`config.mk`:
```
export PLATFORM = sky130hd
export DESIGN_NAME = tx_redundancy_ctrl
export DESIGN_NICKNAME = d
export VERILOG_FILES = /design/src/core/txr_pkg.sv /design/src/core/tx_redundancy_ctrl.sv
export VERILOG_INCLUDE_DIRS = /design/src /design/src/core
export SDC_FILE = /design/constraint.sdc
export NUM_CORES = 1
export LEC_CHECK = 0
export ABC_CLOCK_PERIOD_IN_PS = 10400
export BUFFER_PORTS_ARGS = -buffer_cell sky130_fd_sc_hd__buf_2
export CORE_MARGIN = 2
export CORE_UTILIZATION = 40
export DETAILED_ROUTE_END_ITERATION = 10
export HOLD_SLACK_MARGIN = 0.08
export PLACE_DENSITY = 0.7
export SYNTH_ARGS = -nofsm -noshare
export SYNTH_HDL_FRONTEND = slang
export SYNTH_SLANG_ARGS = --single-unit
```
`constraint.sdc`:
```
create_clock -name core_clk -period 10.4 [get_ports core_clk]
set_input_delay 2.08 -clock core_clk [delete_from_list [all_inputs] [get_ports core_clk]]
set_output_delay 2.08 -clock core_clk [all_outputs]
set_load 0.01 [all_outputs]
```
`src/core/txr_map.svh`:
```
// Purpose: Offsets, reset values and timing figures of the transmit
//          control block.
// Assumes: 40 MHz core clock.
// Notes:   Definitions only.
`ifndef TXR_MAP_SVH
`define TXR_MAP_SVH

// ==========================================================
// Register offsets (byte addresses)
`define REG_CTRL 8'h00
`define REG_DELAY 8'h04
`define REG_ATTEN 8'h08
`define REG_SWITCH 8'h0C
`define REG_STATUS 8'h10
`define REG_POWER 8'h14
`define REG_LINK 8'h18
`define REG_FREQ 8'h1C
`define REG_THRESH 8'h20

// ==========================================================
// Reset values
`define CTRL_RESET 9'h1C7
`define DELAY_RESET 9'h000
`define ATTEN_RESET 8'h00
`define ADDR_RESET 4'h1
`define RDELAY_RESET 8'h01
`define FREQ_RESET 16'h0000
`define THRESH_RESET 16'h0000

// ==========================================================
// Limits and codes
`define DELAY_MAX 9'h1F4
`define ATTEN_MAX 8'hA0
`define GAIN_STEP 8'h0A
`define OVERTEMP_C 8'h55
`define ADDR_MIN 8'h01
`define ADDR_MAX 8'h0F
`define FILLER 8'hAA
`define RDELAY_ZERO_MS 9'h100
`define FRAME_LAST 3'h6
`define CMD_STATUS 8'h01
`define CMD_TX 8'h02
`define CMD_ADDR 8'h03
`define CMD_FREQ 8'h04
`define CMD_THRESH 8'h05
`define CMD_BURST 8'h06
`define CMD_TYPE 8'h07
`define CMD_TEMP 8'h09
`define CMD_GAIN 8'hFF

// ==========================================================
// Timing
`define CLK_PERIOD_NS 25
`define ONE_SEC_NS 1000000000
`define BYTE_GAP_NS 10000000

`endif

```
`src/core/txr_pkg.sv`:
```
// Purpose: Types shared by the transmit control block.
// Assumes: Nothing.
// Notes:   Struct order fixes the control word bit layout, bit 0 last.
package txr_pkg;
	typedef struct packed {
		logic legacy_protocol_select;
		logic switching_type;
		logic clone_enable;
		logic switch_port_position;
		logic revert_mode;
		logic power_monitor_mode;
		logic overtemp_shutdown_enable;
		logic tx_output_enable;
		logic powerup_tx_state;
	} cfg_s;

	typedef struct packed {
		logic [7:0] cmd;
		logic [7:0] sel;
	} query_s;

	typedef enum logic {
		PU_DELAY = 1'b0,
		PU_RUN = 1'b1
	} pu_state_e;
endpackage

```
`src/core/tx_redundancy_ctrl.sv`:
```
// Purpose: Transmit output gating, 1+1 redundancy switching and
//          legacy binary command decoding.
// Assumes: Wishbone classic slave; rx bytes come from a UART on core_clk.
// Notes:   Fault pins are synchronised; other inputs are on core_clk.
`timescale 1ns/100ps
`default_nettype none
`include "txr_map.svh"

module tx_redundancy_ctrl
	import txr_pkg::*;
#(
	parameter int unsigned TICK_CYCLES = `ONE_SEC_NS / `CLK_PERIOD_NS,
	parameter int unsigned GAP_CYCLES = `BYTE_GAP_NS / `CLK_PERIOD_NS
) (
	input wire logic core_clk,
	input wire logic rst,
	input wire logic wb_cyc_i,
	input wire logic wb_stb_i,
	input wire logic wb_we_i,
	input wire logic [7:0] wb_adr_i,
	input wire logic [3:0] wb_sel_i,
	input wire logic [31:0] wb_dat_i,
	output logic [31:0] wb_dat_o,
	output logic wb_ack_o,
	input wire logic rx_valid,
	input wire logic [7:0] rx_data,
	input wire logic unit_fault_pin,
	input wire logic partner_fault_pin,
	input wire logic [7:0] temp_c,
	input wire logic [15:0] power_sample,
	input wire logic sample_valid,
	input wire logic burst_valid,
	output logic tx_on,
	output logic wg_switch_b,
	output logic clone_sync,
	output logic query_pulse,
	output var query_s query,
	output logic [8:0] resp_delay_ms
);
	localparam int TW = $clog2(TICK_CYCLES + 1);
	localparam int GW = $clog2(GAP_CYCLES + 1);

	// ==========================================================
	// Helpers
	function automatic logic [15:0] merge16(input logic [15:0] old,
		input logic [15:0] nw, input logic [1:0] sel);
		merge16 = {sel[1] ? nw[15:8] : old[15:8],
			sel[0] ? nw[7:0] : old[7:0]};
	endfunction

	function automatic logic in_range(input logic [7:0] v,
		input logic [7:0] lo, input logic [7:0] hi);
		in_range = (v >= lo) && (v <= hi);
	endfunction

	cfg_s cfg;
	pu_state_e pu_state;
	logic [1:0] fault_meta, fault_sync;
	logic [TW-1:0] tick_cnt;
	logic sec_tick;
	logic [8:0] elapsed, mute_delay;
	logic [7:0] attn, rdelay;
	logic [3:0] unit_addr;
	logic [15:0] freq, thresh, power_rd, ctrl_new;
	logic ot_alarm;
	logic [1:0] tx_state;
	logic [2:0] idx;
	logic [7:0] fb [0:5];
	logic [7:0] sum;
	logic [GW-1:0] gap_cnt;
	logic [31:0] rd_mux;

	// ==========================================================
	// Bus decode and shared terms
	logic wb_wr, sw_cmd, online, guard, major_fault, expire, in_delay;
	logic frame_end, frame_hit;
	logic [7:0] cmd, d1, d2;
	assign wb_wr = wb_cyc_i & wb_stb_i & wb_we_i & wb_ack_o;
	assign sw_cmd = wb_wr && wb_adr_i == `REG_SWITCH && wb_sel_i[0];
	assign online = wg_switch_b == cfg.switch_port_position;
	assign guard = online | ~cfg.clone_enable;
	assign major_fault = fault_sync[0] | ot_alarm;
	assign in_delay = pu_state == PU_DELAY;
	assign expire = in_delay && elapsed >= mute_delay;
	assign ctrl_new = merge16({7'h00, cfg}, wb_dat_i[15:0], wb_sel_i[1:0]);
	assign cmd = fb[1];
	assign d1 = fb[2];
	assign d2 = fb[3];
	assign frame_end = rx_valid && idx == `FRAME_LAST;
	assign frame_hit = frame_end && rx_data == sum
		&& fb[0] == {4'h0, unit_addr};

	// ==========================================================
	// Fault pin synchroniser
	always_ff @(posedge core_clk or posedge rst) begin
		if (rst) begin
			fault_meta <= 2'h0;
			fault_sync <= 2'h0;
		end else begin
			fault_meta <= {partner_fault_pin, unit_fault_pin};
			fault_sync <= fault_meta;
		end
	end

	// ==========================================================
	// Power-up delay
	// one-second tick
	always_ff @(posedge core_clk or posedge rst) begin
		if (rst) begin
			tick_cnt <= '0;
			sec_tick <= 1'b0;
		end else if (tick_cnt == TW'(TICK_CYCLES - 1)) begin
			tick_cnt <= '0;
			sec_tick <= 1'b1;
		end else begin
			tick_cnt <= tick_cnt + 1'b1;
			sec_tick <= 1'b0;
		end
	end

	// Elapsed count meets mute_delay, reset to 0, on the first clock after reset, so the delay ends then
	// delay count-up
	always_ff @(posedge core_clk or posedge rst) begin
		if (rst) begin
			pu_state <= PU_DELAY;
			elapsed <= 9'h000;
		end else begin
			case (pu_state)
				PU_DELAY: begin
					if (expire) begin
						pu_state <= PU_RUN;
					end else if (sec_tick) begin
						elapsed <= elapsed + 1'b1;
					end
				end
				PU_RUN: pu_state <= PU_RUN;
				default: pu_state <= PU_DELAY;
			endcase
		end
	end

	// ==========================================================
	// Control word
	always_ff @(posedge core_clk or posedge rst) begin
		if (rst) begin
			cfg <= cfg_s'(`CTRL_RESET);
		end else begin
			if (expire) begin
				cfg.tx_output_enable <= cfg.powerup_tx_state;
			end
			if (frame_hit && guard && cmd == `CMD_TX) begin
				case (d1[1:0])
					2'h0: cfg.tx_output_enable <= 1'b0;
					2'h1: cfg.tx_output_enable <= 1'b1;
					2'h2: cfg.powerup_tx_state <= 1'b0;
					default: cfg.powerup_tx_state <= 1'b1;
				endcase
			end
			if (wb_wr && wb_adr_i == `REG_CTRL) begin
				cfg.switch_port_position <= ctrl_new[5];
				if (guard) begin
					cfg.powerup_tx_state <= ctrl_new[0];
					cfg.tx_output_enable <= ctrl_new[1];
					cfg.overtemp_shutdown_enable <= ctrl_new[2];
					cfg.power_monitor_mode <= ctrl_new[3];
					cfg.legacy_protocol_select <= ctrl_new[8];
				end
				if (online) begin
					cfg.revert_mode <= ctrl_new[4];
					cfg.clone_enable <= ctrl_new[6];
					cfg.switching_type <= ctrl_new[7];
				end
			end
		end
	end

	// ==========================================================
	// Numeric settings
	always_ff @(posedge core_clk or posedge rst) begin
		if (rst) begin
			mute_delay <= `DELAY_RESET;
			attn <= `ATTEN_RESET;
			unit_addr <= `ADDR_RESET;
			rdelay <= `RDELAY_RESET;
			freq <= `FREQ_RESET;
			thresh <= `THRESH_RESET;
		end else begin
			if (frame_hit) begin
				case (cmd)
					`CMD_ADDR: begin
						if (in_range(d1, `ADDR_MIN, `ADDR_MAX)) begin
							unit_addr <= d1[3:0];
						end
						if (d2 != `FILLER) begin
							rdelay <= d2;
						end
					end
					`CMD_FREQ: if (guard) freq <= {d1, d2};
					`CMD_THRESH: if (guard) thresh <= {d1, d2};
					`CMD_GAIN: begin
						if (in_range(d2, `ADDR_MIN, `ADDR_MAX)) begin
							attn <= 8'(d2 * `GAIN_STEP);
						end
					end
					default: attn <= attn;
				endcase
			end
			if (wb_wr) begin
				case (wb_adr_i)
					`REG_DELAY: begin
						if (guard && wb_dat_i[8:0] <= `DELAY_MAX) begin
							mute_delay <= wb_dat_i[8:0];
						end
					end
					`REG_ATTEN: begin
						if (wb_dat_i[7:0] <= `ATTEN_MAX) begin
							attn <= wb_dat_i[7:0];
						end
					end
					`REG_LINK: begin
						if (in_range({4'h0, wb_dat_i[3:0]},
							`ADDR_MIN, `ADDR_MAX)) begin
							unit_addr <= wb_dat_i[3:0];
						end
						rdelay <= wb_dat_i[15:8];
					end
					`REG_FREQ: if (guard) freq <= wb_dat_i[15:0];
					`REG_THRESH: thresh <= wb_dat_i[15:0];
					default: rdelay <= rdelay;
				endcase
			end
		end
	end

	// ==========================================================
	// Waveguide switch
	always_ff @(posedge core_clk or posedge rst) begin
		if (rst) begin
			wg_switch_b <= 1'b0;
		end else if (sw_cmd) begin
			wg_switch_b <= wb_dat_i[0];
		end else if (cfg.switching_type && online && major_fault
			&& !fault_sync[1]) begin
			if (!cfg.revert_mode || !wg_switch_b) begin
				wg_switch_b <= ~wg_switch_b;
			end
		end
	end

	// ==========================================================
	// Output gating and monitoring
	always_ff @(posedge core_clk or posedge rst) begin
		if (rst) begin
			ot_alarm <= 1'b0;
			tx_on <= 1'b0;
			tx_state <= 2'h0;
			clone_sync <= 1'b0;
			resp_delay_ms <= 9'h000;
		end else begin
			ot_alarm <= cfg.overtemp_shutdown_enable
				&& $signed(temp_c) >= $signed(`OVERTEMP_C);
			tx_on <= !in_delay && cfg.tx_output_enable && !major_fault;
			if (!cfg.tx_output_enable) begin
				tx_state <= 2'h0;
			end else if (in_delay || major_fault) begin
				tx_state <= 2'h2;
			end else begin
				tx_state <= 2'h1;
			end
			clone_sync <= sec_tick && cfg.clone_enable && online;
			resp_delay_ms <= (rdelay == 8'h00) ? `RDELAY_ZERO_MS
				: {1'b0, rdelay};
		end
	end

	always_ff @(posedge core_clk or posedge rst) begin
		if (rst) begin
			power_rd <= 16'h0000;
		end else if (sample_valid
			&& (!cfg.power_monitor_mode || burst_valid)) begin
			power_rd <= power_sample;
		end
	end

	// ==========================================================
	// Legacy frame receiver
	// Gap timeout resyncs a host that abandoned a frame mid-way
	// byte collection
	always_ff @(posedge core_clk or posedge rst) begin
		if (rst) begin
			idx <= 3'h0;
			sum <= 8'h00;
			gap_cnt <= '0;
			for (int i = 0; i < 6; i++) begin
				fb[i] <= 8'h00;
			end
		end else if (!cfg.legacy_protocol_select) begin
			idx <= 3'h0;
			gap_cnt <= '0;
		end else if (rx_valid) begin
			gap_cnt <= '0;
			if (frame_end) begin
				idx <= 3'h0;
			end else begin
				fb[idx] <= rx_data;
				sum <= (idx == 3'h0) ? rx_data : sum + rx_data;
				idx <= idx + 1'b1;
			end
		end else if (idx != 3'h0) begin
			if (gap_cnt == GW'(GAP_CYCLES - 1)) begin
				idx <= 3'h0;
				gap_cnt <= '0;
			end else begin
				gap_cnt <= gap_cnt + 1'b1;
			end
		end
	end

	always_ff @(posedge core_clk or posedge rst) begin
		if (rst) begin
			query_pulse <= 1'b0;
			query <= '0;
		end else begin
			query_pulse <= frame_hit && (cmd == `CMD_STATUS
				|| cmd == `CMD_BURST || cmd == `CMD_TYPE
				|| cmd == `CMD_TEMP);
			if (frame_hit) begin
				query <= '{cmd: cmd, sel: d1};
			end
		end
	end

	// ==========================================================
	// Wishbone slave
	always_comb begin
		case (wb_adr_i)
			`REG_CTRL: rd_mux = {23'h0, cfg};
			`REG_DELAY: rd_mux = {23'h0, mute_delay};
			`REG_ATTEN: rd_mux = {24'h0, attn};
			`REG_SWITCH: rd_mux = {31'h0, wg_switch_b};
			`REG_STATUS: rd_mux = {24'h0, tx_state, online, ot_alarm,
				fault_sync, wg_switch_b, !in_delay};
			`REG_POWER: rd_mux = {16'h0, power_rd};
			`REG_LINK: rd_mux = {16'h0, rdelay, 4'h0, unit_addr};
			`REG_FREQ: rd_mux = {16'h0, freq};
			`REG_THRESH: rd_mux = {16'h0, thresh};
			default: rd_mux = 32'h0;
		endcase
	end

	always_ff @(posedge core_clk or posedge rst) begin
		if (rst) begin
			wb_ack_o <= 1'b0;
			wb_dat_o <= 32'h0;
		end else begin
			wb_ack_o <= wb_cyc_i && wb_stb_i && !wb_ack_o;
			wb_dat_o <= rd_mux;
		end
	end

	// ==========================================================
	// Checks
	// muted in delay
	a_mute_hold: assert property (
		@(posedge core_clk) disable iff (rst) in_delay |=> !tx_on)
		else $error("output on during power-up delay");
	a_fault_blocks: assert property (
		@(posedge core_clk) disable iff (rst) fault_sync[0] |=> !tx_on)
		else $error("output on with fault");
	a_state_report: assert property (
		@(posedge core_clk) disable iff (rst) tx_on == (tx_state == 2'h1))
		else $error("state report disagrees with output");
	a_overtemp_mute: assert property (
		@(posedge core_clk) disable iff (rst)
		(cfg.overtemp_shutdown_enable
		&& $signed(temp_c) >= $signed(`OVERTEMP_C)) |-> ##2 !tx_on)
		else $error("output on at overtemp");
	a_standby_mode: assert property (
		@(posedge core_clk) disable iff (rst)
		(wb_wr && wb_adr_i == `REG_CTRL && !online)
		|=> $stable(cfg.revert_mode))
		else $error("mode changed on standby");
	a_manual_hold: assert property (
		@(posedge core_clk) disable iff (rst)
		(!cfg.switching_type && !sw_cmd) |=> $stable(wg_switch_b))
		else $error("switch moved in manual");
	a_auto_switch: assert property (
		@(posedge core_clk) disable iff (rst)
		(cfg.switching_type && online && major_fault && !fault_sync[1]
		&& !cfg.revert_mode && !sw_cmd) |=> $changed(wg_switch_b))
		else $error("no switchover on fault");
	a_nonrevert_hold: assert property (
		@(posedge core_clk) disable iff (rst)
		(cfg.revert_mode && wg_switch_b && !sw_cmd) |=> wg_switch_b)
		else $error("left B in non-reverting mode");
	a_legacy_off: assert property (
		@(posedge core_clk) disable iff (rst)
		!cfg.legacy_protocol_select |=> idx == 3'h0)
		else $error("frame decode while legacy off");
	a_frame_addr: assert property (
		@(posedge core_clk) disable iff (rst)
		(frame_end && fb[0] != {4'h0, unit_addr}) |=> !query_pulse)
		else $error("answered foreign frame");
	a_wb_ack: assert property (
		@(posedge core_clk) disable iff (rst)
		(wb_cyc_i && wb_stb_i && !wb_ack_o) |=> wb_ack_o ##1 !wb_ack_o)
		else $error("bus ack not single cycle");
endmodule
`default_nettype wire

```
==> results.json, run 1 <==
{
  "finalNonFillerCells": 1609,
  "clock_sinks": 238,
  "vias": 8899,
  "cp_slowest_cell": "nor4_4",
  "cts_root_buf": "clkbuf_16",
  "arrival_ns": 5.52,
  "antenna_found_initial": 1,
  "final_common_cell": "dfrtp_1",
  "synth-compound-area-share": 0.0928,
  "drive_gt1_frac": 0.223,
  "power.sequential.fraction": 0.482,
  "clkTransAtPathRegs_ns": 0.06,
  "finalCritPeriodShare": 0.487,
  "fin_skew_ns": 0.0103,
  "slew_headroom": 0.260,
  "holdBufCountCts": 0,
  "run_status": "complete, no violations",
  "fp.dieW_microns": 175,
  "ir_drop_mv": 0.104,
  "h-tree-depth": 1,
  "top_level_ports": 148,
  "yosys_most_used_dff": "dfrtp_1",
  "critPathLaunchType": "primary input",
  "synth-simple-area-share": 0.166,
  "cts-buffers-inserted": 27,
  "tritoncts": "yes",
  "nets": 1323,
  "max_freq_ghz": 0.197,
  "grtUsageTotal": 0.190,
  "hold_class": "register to register",
  "firstDrtPassIters": 5,
  "grt_pass1_wl_microns": 47000,
  "p_int_mw": 1.53,
  "drv_slew": 0,
  "seq_area_sq_um": 5970,
  "insertion_delay_ns": 0.54,
  "maxCapViolations": 0,
  "path_cells": "buf_2 -> ha_1 -> nor4b_2 -> nand2_1 -> nor4_4 -> nand3_1 -> or2_2 -> a31oi_1",
  "required_ns": 10.85,
  "synth_top_cell_area_share": 0.491,
  "yosys_warnings": 0,
  "place_inst": 1561,
  "power_frac_comb": 0.044,
  "yosysSeqAreaShare": 0.509,
  "p_switching_mw": 0.448,
  "hold_viol_final": 0,
  "synthAdderAreaFrac": 0.0344,
  "synth_edf_count": 0,
  "cts_buffer_depth": 3,
  "rsz0062_at_grt": "false",
  "async_flop_share": 1.00,
  "overflow": 0,
  "final_cell_mix": "dfrtp_1, buf_2, nor2_1",
  "p_clk_frac": 0.474,
  "ctsResizeCount": 0,
  "port_buffers": 113,
  "viasPerCell": 5.53,
  "syn_area_per_cell_sq_um": 10.7,
  "die_area_sq_um": 30700,
  "setup_tns_ns": 0,
  "synthCells": 1099,
  "antenna_cells": 0,
  "dp_hpwl_microns": 20400,
  "gp_congestion": 0.856,
  "multi_input_area_sq_um": 5390,
  "netlist.top_cell.by_area": "dfrtp_1",
  "die_y_microns": 175,
  "syn_area_sq_um": 11700,
  "swShare": 0.227,
  "tightest_slew_ns": 1.11,
  "max_stage_delay_ns": 0.95,
  "first_global_vias": 8791,
  "reg2reg_slack_ns": 6.70,
  "synth_seq_cells": 238,
  "synth-xor-area-share": 0.0411,
  "dr.first_iter.drc_count": 831,
  "pwr_density_cell_nw_per_um2": 146,
  "ys_types": 70,
  "synth_area_leaders": "dfrtp_1, mux2_2, mux2i_1",
  "path_class": "primary input to register",
  "post_cts_buffers": 0,
  "row_count": 62,
  "synth_top_family_by_area": "simple AND/OR/NAND/NOR gates",
  "drcViolationCount": 0,
  "finalCriticalPeriod_ns": 5.06,
  "start_util": 0.407,
  "synth_mux_area_frac": 0.119,
  "ant_nets": 0,
  "wl_microns": 29000,
  "post_drt_wl_per_cell_microns": 18.0,
  "setup_viol": 0,
  "p_leak_nw": 6.45,
  "nFillCells": 2656,
  "worstSetupEndpointType": "register",
  "syn_to_final_growth_pct": 15.2,
  "worstPathMaxFanout": 17,
  "grt_start_max_net_pins": 98,
  "coreArea_sq_um": 28800
}
## power groups by stage
stage / combinational [mW] / sequential, mW / clock [mW]
floorplan: 0.0546 / 0.964 / 0
global placement: 0.0849 / 0.968 / 0
detailed placement: 0.0868 / 0.968 / 0
CTS: 0.0875 / 0.952 / 0.955
global route: 0.0965 / 0.953 / 0.997
finish: 0.0861 / 0.952 / 0.937
## Yosys cell counts, drive strengths merged (15+ instances only)
cell type / n
xor2: 18
xnor2: 37
buf: 22
ha: 29
inv: 34
clkbuf: 39
nand2: 92
nor4: 19
nor2: 111
a21oi: 60
o21ai: 31
nor3: 18
nand4: 17
nand3: 50
mux2: 77
dfrtp: 230
and3: 15
mux2i: 53
## per-stage QoR
stage	util	cell area [sq um]	power, mW	hold WS (ns)	worst slack [ns]
after floorplan	-	11800	1.02	0.331	1.80
after global placement	0.438	12600	1.05	0.339	4.86
after detailed placement	0.438	12600	1.05	0.338	4.83
after CTS	0.469	13500	1.99	0.351	5.35
after global routing	0.469	13500	2.05	0.363	5.13
final	0.469	13500	1.98	0.352	5.34
## final timing paths
check	startpoint	end	depth (start not counted)
setup / recovery	rx_data[2]	attn[5]	8
hold / removal	fault_meta[0]	fault_sync[0]	0
setup reg to reg	sum[2]	attn[5]	7
hold reg to reg	fault_meta[0]	fault_sync[0]	0
max in group asynchronous	rst	freq[13]	3
min in group asynchronous	rst	gap_cnt[18]	2
## area by class of cell
cell class / instances / area share
inverter: 34 / 0.0100
multi-input combinational: 781 / 0.399
clock inverter: 10 / 0.00639
tap: 384 / 0.0356
sequential: 238 / 0.442
timing repair buffer: 124 / 0.0480
clock buffer: 38 / 0.0590
## registers in the layout (all words and copies together) (netlist names), 8 cells and up
register       count
wb_dat_o          16
elapsed            9
power_rd          16
freq              16
rdelay             8
d1                 8
fb                 8
tick_cnt          26
cmd                8
sum                8
thresh            16
query             16
cfg                9
attn               8
gap_cnt           19
mute_delay         9
resp_delay_ms      9
d2                 8
## critical path: cells and delay by family
| family | cells | cell delay (ns) |
|---|---|---|
| simple gates | 5 | 2.71 |
| fa+ha+maj | 1 | 0.41 |
| buf+inv | 1 | 0.16 |
| compound gates | 1 | 0.16 |
## routing by layer
| layer | GRT usage | part of all wire | up-vias |
|---|---|---|---|
| li1 | - | - | 4132 |
| met4 | 0.0535 | 0.025 | 2 |
| met3 | 0.0287 | 0.064 | 59 |
| met1 | 0.262 | 0.44 | 4418 |
| met5 | 0 | 0.00038 | - |
| met2 | 0.311 | 0.47 | 288 |
## logic make-up (layout without fill, tap and decap cells)
kind of cell	after synthesis	after routing
AO/OA/AOI/OAI	167	167
adder cells (fa/ha/maj)	31	31
buffers and inverters	95	206
AND/OR/NAND/NOR	382	382
other	1	16
flip-flops	238	238
multiplexers	130	130
XOR/XNOR	55	55
Note: power is estimated with default switching activity, not from simulation.
==> run 2, diff against run 1 <==
--- a/config.mk
+++ b/config.mk
@@ -6,7 +6,7 @@
 export SDC_FILE = /design/constraint.sdc
 export NUM_CORES = 1
 export LEC_CHECK = 0
-export ABC_CLOCK_PERIOD_IN_PS = 10400
+export ABC_CLOCK_PERIOD_IN_PS = 4700
 export BUFFER_PORTS_ARGS = -buffer_cell sky130_fd_sc_hd__buf_2
 export CORE_MARGIN = 2
 export CORE_UTILIZATION = 40
==> constraint.sdc (replaced) <==
create_clock -name core_clk -period 4.7 [get_ports core_clk]
set_input_delay 0.94 -clock core_clk [delete_from_list [all_inputs] [get_ports core_clk]]
set_output_delay 0.94 -clock core_clk [all_outputs]
set_load 0.01 [all_outputs]
==> run 2 against run 1 <==
- sequential cell count unchanged
- power up 130%
- core utilization up 0.43 points
- worst hold slack about the same
- non-clock buffer count up 3
- clock-buffer cell count up 2
- die area unchanged
- register-to-register slack worse by 5.1 ns
- clock skew up 0.0028 ns
- global-route usage up 0.096 points
- largest power group is now the clock network
==> results.json, run 2 (same netlist as run 1, synthesis figures left out) <==
{
  "run_status": "complete, no violations",
  "start_util": 0.407,
  "port_buffers": 113,
  "final_area_sq_um": 13600,
  "met2_usage": 0.309,
  "gr-max-usage-layer": "met2",
  "grt_start_max_net_pins": 78,
  "drcViolationCount": 0,
  "insertion_delay_ns": 0.53,
  "slew_headroom": 0.248,
  "dp_hpwl_microns": 20400,
  "maxCapViolations": 0,
  "p_leak_nw": 6.50,
  "fp.dieW_microns": 175,
  "cp_top_family": "simple AND/OR/NAND/NOR gates",
  "dr.first_iter.drc_count": 618,
  "syn_to_final_growth_pct": 16.3,
  "arrival_ns": 3.74,
  "largest_reg_flops": 26,
  "die_y_microns": 175,
  "finalCritPeriodShare": 0.703,
  "pwr_density_cell_nw_per_um2": 333,
  "setup_tns_ns": 0,
  "grtUsageTotal": 0.190,
  "worstSetupEndpointType": "register",
  "wl_microns": 29000,
  "ctsResizeCount": 0,
  "drv_slew": 0,
  "cts_root_buf": "clkbuf_16",
  "viasPerCell": 5.50,
  "reg_top3": "tick_cnt (26), gap_cnt (19)",
  "path_class": "primary input to register",
  "final_common_cell": "dfrtp_1",
  "ant_nets": 0,
  "path_cells": "buf_2 -> ha_1 -> nor4_2 -> nand3_1 -> or4_1 -> nor4b_1 -> a311oi_1 -> nor3b_1",
  "critical_path_buf_inv_count": 1,
  "met3_usage": 0.0274,
  "overflow": 0,
  "met1_usage": 0.264,
  "row_count": 62,
  "h-tree-depth": 1,
  "tritoncts": "yes",
  "rsz0062_at_grt": "false",
  "nFillCells": 2598,
  "final_cell_mix": "dfrtp_1, buf_2, nor2_1",
  "max_stage_delay_ns": 0.70,
  "post_dp_cell_area_sq_um": 12700,
  "nets": 1325,
  "die_area_sq_um": 30700,
  "gp_congestion": 0.833,
  "cts-buffers-inserted": 26,
  "first_global_vias": 8763,
  "worstHoldPathCells": 0,
  "critPathLaunchType": "primary input",
  "holdBufCountCts": 0,
  "antenna_found_initial": 0,
  "cp_slowest_cell": "nor4b_1",
  "drive_gt1_frac": 0.221,
  "grt_pass1_wl_microns": 47200,
  "firstDrtPassIters": 6,
  "top_level_ports": 148,
  "fin_skew_ns": 0.0131,
  "ir_drop_mv": 0.268,
  "hold_viol_final": 0,
  "hold_class": "register to register",
  "cp.depth": 8,
  "required_ns": 5.13,
  "post_cts_buffers": 0,
  "tightest_slew_ns": 1.13,
  "coreArea_sq_um": 28800,
  "finalCriticalPeriod_ns": 3.31,
  "cts_buffer_depth": 3,
  "reg2reg_depth": 7,
  "post_drt_wl_per_cell_microns": 18.0,
  "vias": 8869,
  "clock_sinks": 238,
  "clkTransAtPathRegs_ns": 0.06,
  "top_register": "tick_cnt",
  "worstPathMaxFanout": 6,
  "setup_viol": 0,
  "antenna_cells": 0,
  "max_freq_ghz": 0.303
}
-- run 2: changes by cell type in the layout (fill, tap and decap cells not counted) --
cell / previous run / this run
inv_8: 1 / 0
bufinv_16: 1 / 5
buf_12: 0 / 3
clkinvlp_4: 3 / 2
clkbuf_1: 3 / 7
clkbuf_8: 8 / 6
inv_6: 1 / 0
clkinv_2: 5 / 2
-- run 2: path summary, 6_finish.rpt --
kind                       slack (ns)            end          start
max in group asynchronous        3.19   unit_addr[0]            rst
setup / recovery                 1.39         cfg[0]     rx_data[3]
hold / removal                   0.35  fault_sync[1]  fault_meta[1]
hold reg to reg                  0.35  fault_sync[1]  fault_meta[1]
min in group asynchronous        0.61     gap_cnt[5]            rst
setup reg to reg                 1.61         cfg[0]         sum[3]
-- run 2: layout make-up --
class / count / area [sq um] / area share
repair buffers: 127 / 708 / 0.0520
clock buffers: 40 / 785 / 0.0576
well taps: 384 / 480 / 0.0353
flip-flops and latches: 238 / 5970 / 0.438
multi-input cells: 781 / 5390 / 0.395
clock inverters: 8 / 168 / 0.0123
inverters: 34 / 131 / 0.00964
-- run 2: metal layers --
| layer | vias up | part of all wire |
|---|---|---|
| met5 | - | 0 |
| met1 | 4382 | 0.43 |
| met2 | 306 | 0.47 |
| met4 | 0 | 0.025 |
| met3 | 52 | 0.066 |
| li1 | 4129 | - |
-- run 2: stage by stage --
step                      total power, mW  utilization  cells  hold slack (ns)  setup WS, ns
after CTS                            4.58        0.473   1612            0.354          1.47
after floorplan                      2.25            -   1114            0.331         0.647
after global placement               2.33        0.440   1564            0.341         0.959
after global routing                 4.69        0.473   1612            0.363          1.29
final                                4.54        0.473   1612            0.352          1.39
after detailed placement             2.34        0.440   1564            0.341         0.937
-- run 2: report_power, final --
| group | internal [mW] | leakage, nW | total (mW) | switching, mW |
|---|---|---|---|---|
| Clock | 1.42 | 0.463 | 2.24 | 0.821 |
| Sequential | 2.08 | 3.17 | 2.11 | 0.0242 |
| Combinational | 0.0701 | 2.87 | 0.195 | 0.125 |
==> run 3, diff against run 2 <==
--- a/config.mk
+++ b/config.mk
@@ -6,13 +6,14 @@
 export SDC_FILE = /design/constraint.sdc
 export NUM_CORES = 1
 export LEC_CHECK = 0
-export ABC_CLOCK_PERIOD_IN_PS = 4700
+export ABC_AREA = 1
+export ABC_CLOCK_PERIOD_IN_PS = 3220
 export BUFFER_PORTS_ARGS = -buffer_cell sky130_fd_sc_hd__buf_2
 export CORE_MARGIN = 2
 export CORE_UTILIZATION = 40
 export DETAILED_ROUTE_END_ITERATION = 10
 export HOLD_SLACK_MARGIN = 0.08
-export PLACE_DENSITY = 0.7
+export PLACE_DENSITY = 0.69
 export SYNTH_ARGS = -nofsm -noshare
 export SYNTH_HDL_FRONTEND = slang
 export SYNTH_SLANG_ARGS = --single-unit
==> constraint.sdc (replaced) <==
create_clock -name core_clk -period 3.22 [get_ports core_clk]
set_input_delay 0.644 -clock core_clk [delete_from_list [all_inputs] [get_ports core_clk]]
set_output_delay 0.644 -clock core_clk [all_outputs]
set_load 0.01 [all_outputs]
==> run 3 against run 2 <==
- die area increased by 4.1%
- critical path depth increased by 1
- area after synthesis increased by 4.2%
- largest cell class unchanged
- clock skew grew 0.0058 ns
- sequential cell count unchanged
- clock-buffer cell count down 5
==> results.json, run 3 <==
{
  "dp_slack_ns": 0.558,
  "setup_viol": 0,
  "worstPathMaxFanout": 12,
  "yosys_most_used_dff": "dfrtp_1",
  "pwr_density_cell_nw_per_um2": 599,
  "synth_top_cell_area_share": 0.471,
  "synth_seq_cells": 238,
  "r2r_end": "gap_cnt[15]",
  "final_common_cell": "nand2_1",
  "setup_tns_ns": 0,
  "yosys_warnings": 0,
  "nets": 1690,
  "yosysSeqAreaShare": 0.489,
  "synth_area_leaders": "dfrtp_1, nand2_1, inv_1",
  "r2r_start": "gap_cnt[0]",
  "reg2reg_depth": 9,
  "final_area_sq_um": 14000,
  "post_cts_buffers": 0,
  "top_level_ports": 148,
  "holdBufCountCts": 0,
  "place_inst": 1934,
  "netlist.top_cell.by_area": "dfrtp_1",
  "arrival_ns": 2.75,
  "reg2reg_slack_ns": 0.90,
  "maxCapViolations": 0,
  "critPathLaunchType": "register",
  "utilization": 0.470,
  "nFillCells": 2883,
  "coreArea_sq_um": 29900,
  "worstSetupEndpointType": "register",
  "viasPerCell": 5.16,
  "die_area_sq_um": 31900,
  "drcViolationCount": 0,
  "wl_microns": 31500,
  "grt_start_max_net_pins": 79,
  "synthCells": 1458,
  "dp_hpwl_microns": 23300,
  "ir_drop_mv": 0.344,
  "slew_headroom": 0.561,
  "reg_top3": "tick_cnt (26), gap_cnt (19)",
  "grt_pass1_wl_microns": 51000,
  "post_drt_wl_per_cell_microns": 15.9,
  "p_leak_nw": 7.05,
  "gp_congestion": 0.937,
  "cts_buffer_depth": 3,
  "antenna_found_initial": 2,
  "largest_reg_flops": 26,
  "finalNonFillerCells": 1983,
  "syn_to_final_growth_pct": 15.0,
  "port_buffers": 113,
  "syn_area_sq_um": 12200,
  "yosysMostFrequentCell": "nand2_1",
  "overflow": 0,
  "ys_types": 48,
  "grtUsageTotal": 0.201,
  "synthTopCellsByCount": "nand2_1, dfrtp_1, inv_1, o21ai_0, nor2_1",
  "start_util": 0.409,
  "run_status": "complete, no violations",
  "hold_class": "primary input to asynchronous set/reset pin",
  "finalCritPeriodShare": 0.719,
  "rsz0062_at_grt": "false",
  "syn_area_per_cell_sq_um": 8.37,
  "clkTransAtPathRegs_ns": 0.06,
  "fp.dieW_microns": 179,
  "row_count": 63,
  "die_y_microns": 179,
  "ctsResizeCount": 0,
  "ant_nets": 0,
  "vias": 10200,
  "drv_slew": 0,
  "post_dp_cell_area_sq_um": 13100,
  "first_global_vias": 9971,
  "required_ns": 3.65,
  "top_register": "tick_cnt",
  "multi_input_area_sq_um": 5170,
  "clock_sinks": 238,
  "synth_edf_count": 0,
  "tritoncts": "yes",
  "path_class": "register to register",
  "async_flop_share": 1.00,
  "power_mw": 8.41,
  "max_freq_ghz": 0.432,
  "tightest_slew_ns": 0.658,
  "hold_viol_final": 0,
  "whs_ns": 0.163,
  "final_cell_mix": "nand2_1, dfrtp_1, inv_1",
  "finalCriticalPeriod_ns": 2.32,
  "worst_slack_ns": 0.904,
  "cts_root_buf": "clkbuf_16",
  "h-tree-depth": 1,
  "seq_area_sq_um": 5970,
  "firstDrtPassIters": 5,
  "dr.first_iter.drc_count": 867,
  "cts-buffers-inserted": 27,
  "insertion_delay_ns": 0.55,
  "fin_skew_ns": 0.0189,
  "drive_gt1_frac": 0.155
}
## run 3: cell count changes in the layout (fill, tap and decap cells not counted), sizes merged, moves of 21 or more
cell / before / now
nand2: 92 / 322
inv: 33 / 211
o21ai: 31 / 132
mux2: 77 / 21
mux2i: 53 / 0
o211ai: 5 / 30
xnor2: 37 / 14
nand4: 17 / 38
## run 3: kinds of logic after synthesis
| kind of cell | share of synthesized area |
|---|---|
| AOI/OAI and AO/OA | 0.124 |
| xor gates and xnor gates | 0.0237 |
| DFF | 0.489 |
| buffers and inverters | 0.0927 |
| muxes | 0.0194 |
| other | 0.000307 |
| and+or+nand+nor | 0.218 |
| adders and majority gates | 0.0330 |
## run 3: cell type report
| type | count | area share |
|---|---|---|
| inverters | 212 | 0.0569 |
| repair buffers | 128 | 0.0510 |
| clock buffers | 35 | 0.0531 |
| well taps | 390 | 0.0348 |
| diodes | 1 | 0.000178 |
| multi-input cells | 966 | 0.368 |
| clock inverters | 13 | 0.0111 |
| flip-flops and latches | 238 | 0.425 |
## run 3: routing by layer
| metal | vias up | track usage | part of all wire |
|---|---|---|---|
| li1 | 4981 | - | - |
| met1 | 4916 | 0.269 | 0.44 |
| met2 | 271 | 0.332 | 0.47 |
| met3 | 67 | 0.0344 | 0.064 |
| met4 | 2 | 0.0610 | 0.024 |
| met5 | - | 0 | 0.00041 |
## run 3: worst max path at each step
stage | end | startpoint | slack (ns) | cells past startpoint
2_1_floorplan | attn[0] | rst | -0.54 | 1
3_3_place_gp | rdelay[5] | rx_data[3] | 0.58 | 11
3_5_place_dp | freq[11] | rx_data[3] | 0.56 | 13
4_1_cts | gap_cnt[15] | gap_cnt[0] | 0.91 | 9
5_1_grt | attn[4] | idx[0] | 0.70 | 14
6_report | gap_cnt[15] | gap_cnt[0] | 0.90 | 9
## run 3: report_power, final
part           switching, mW  internal, mW  total (mW)
Sequential             0.294          3.32        3.62
Clock                   1.27          1.87        3.14
Combinational           1.09         0.559        1.65
## run 3: critical path, stage by stage (launching register included)
cell and delay, ns:
dfrtp_1 0.40, ha_1 0.23, nand3_1 0.20, nor4_1 0.25, nand4_1 0.17, nand2_1 0.14
nand2_1 0.19, inv_1 0.41, nor2_1 0.10, o21a_1 0.12
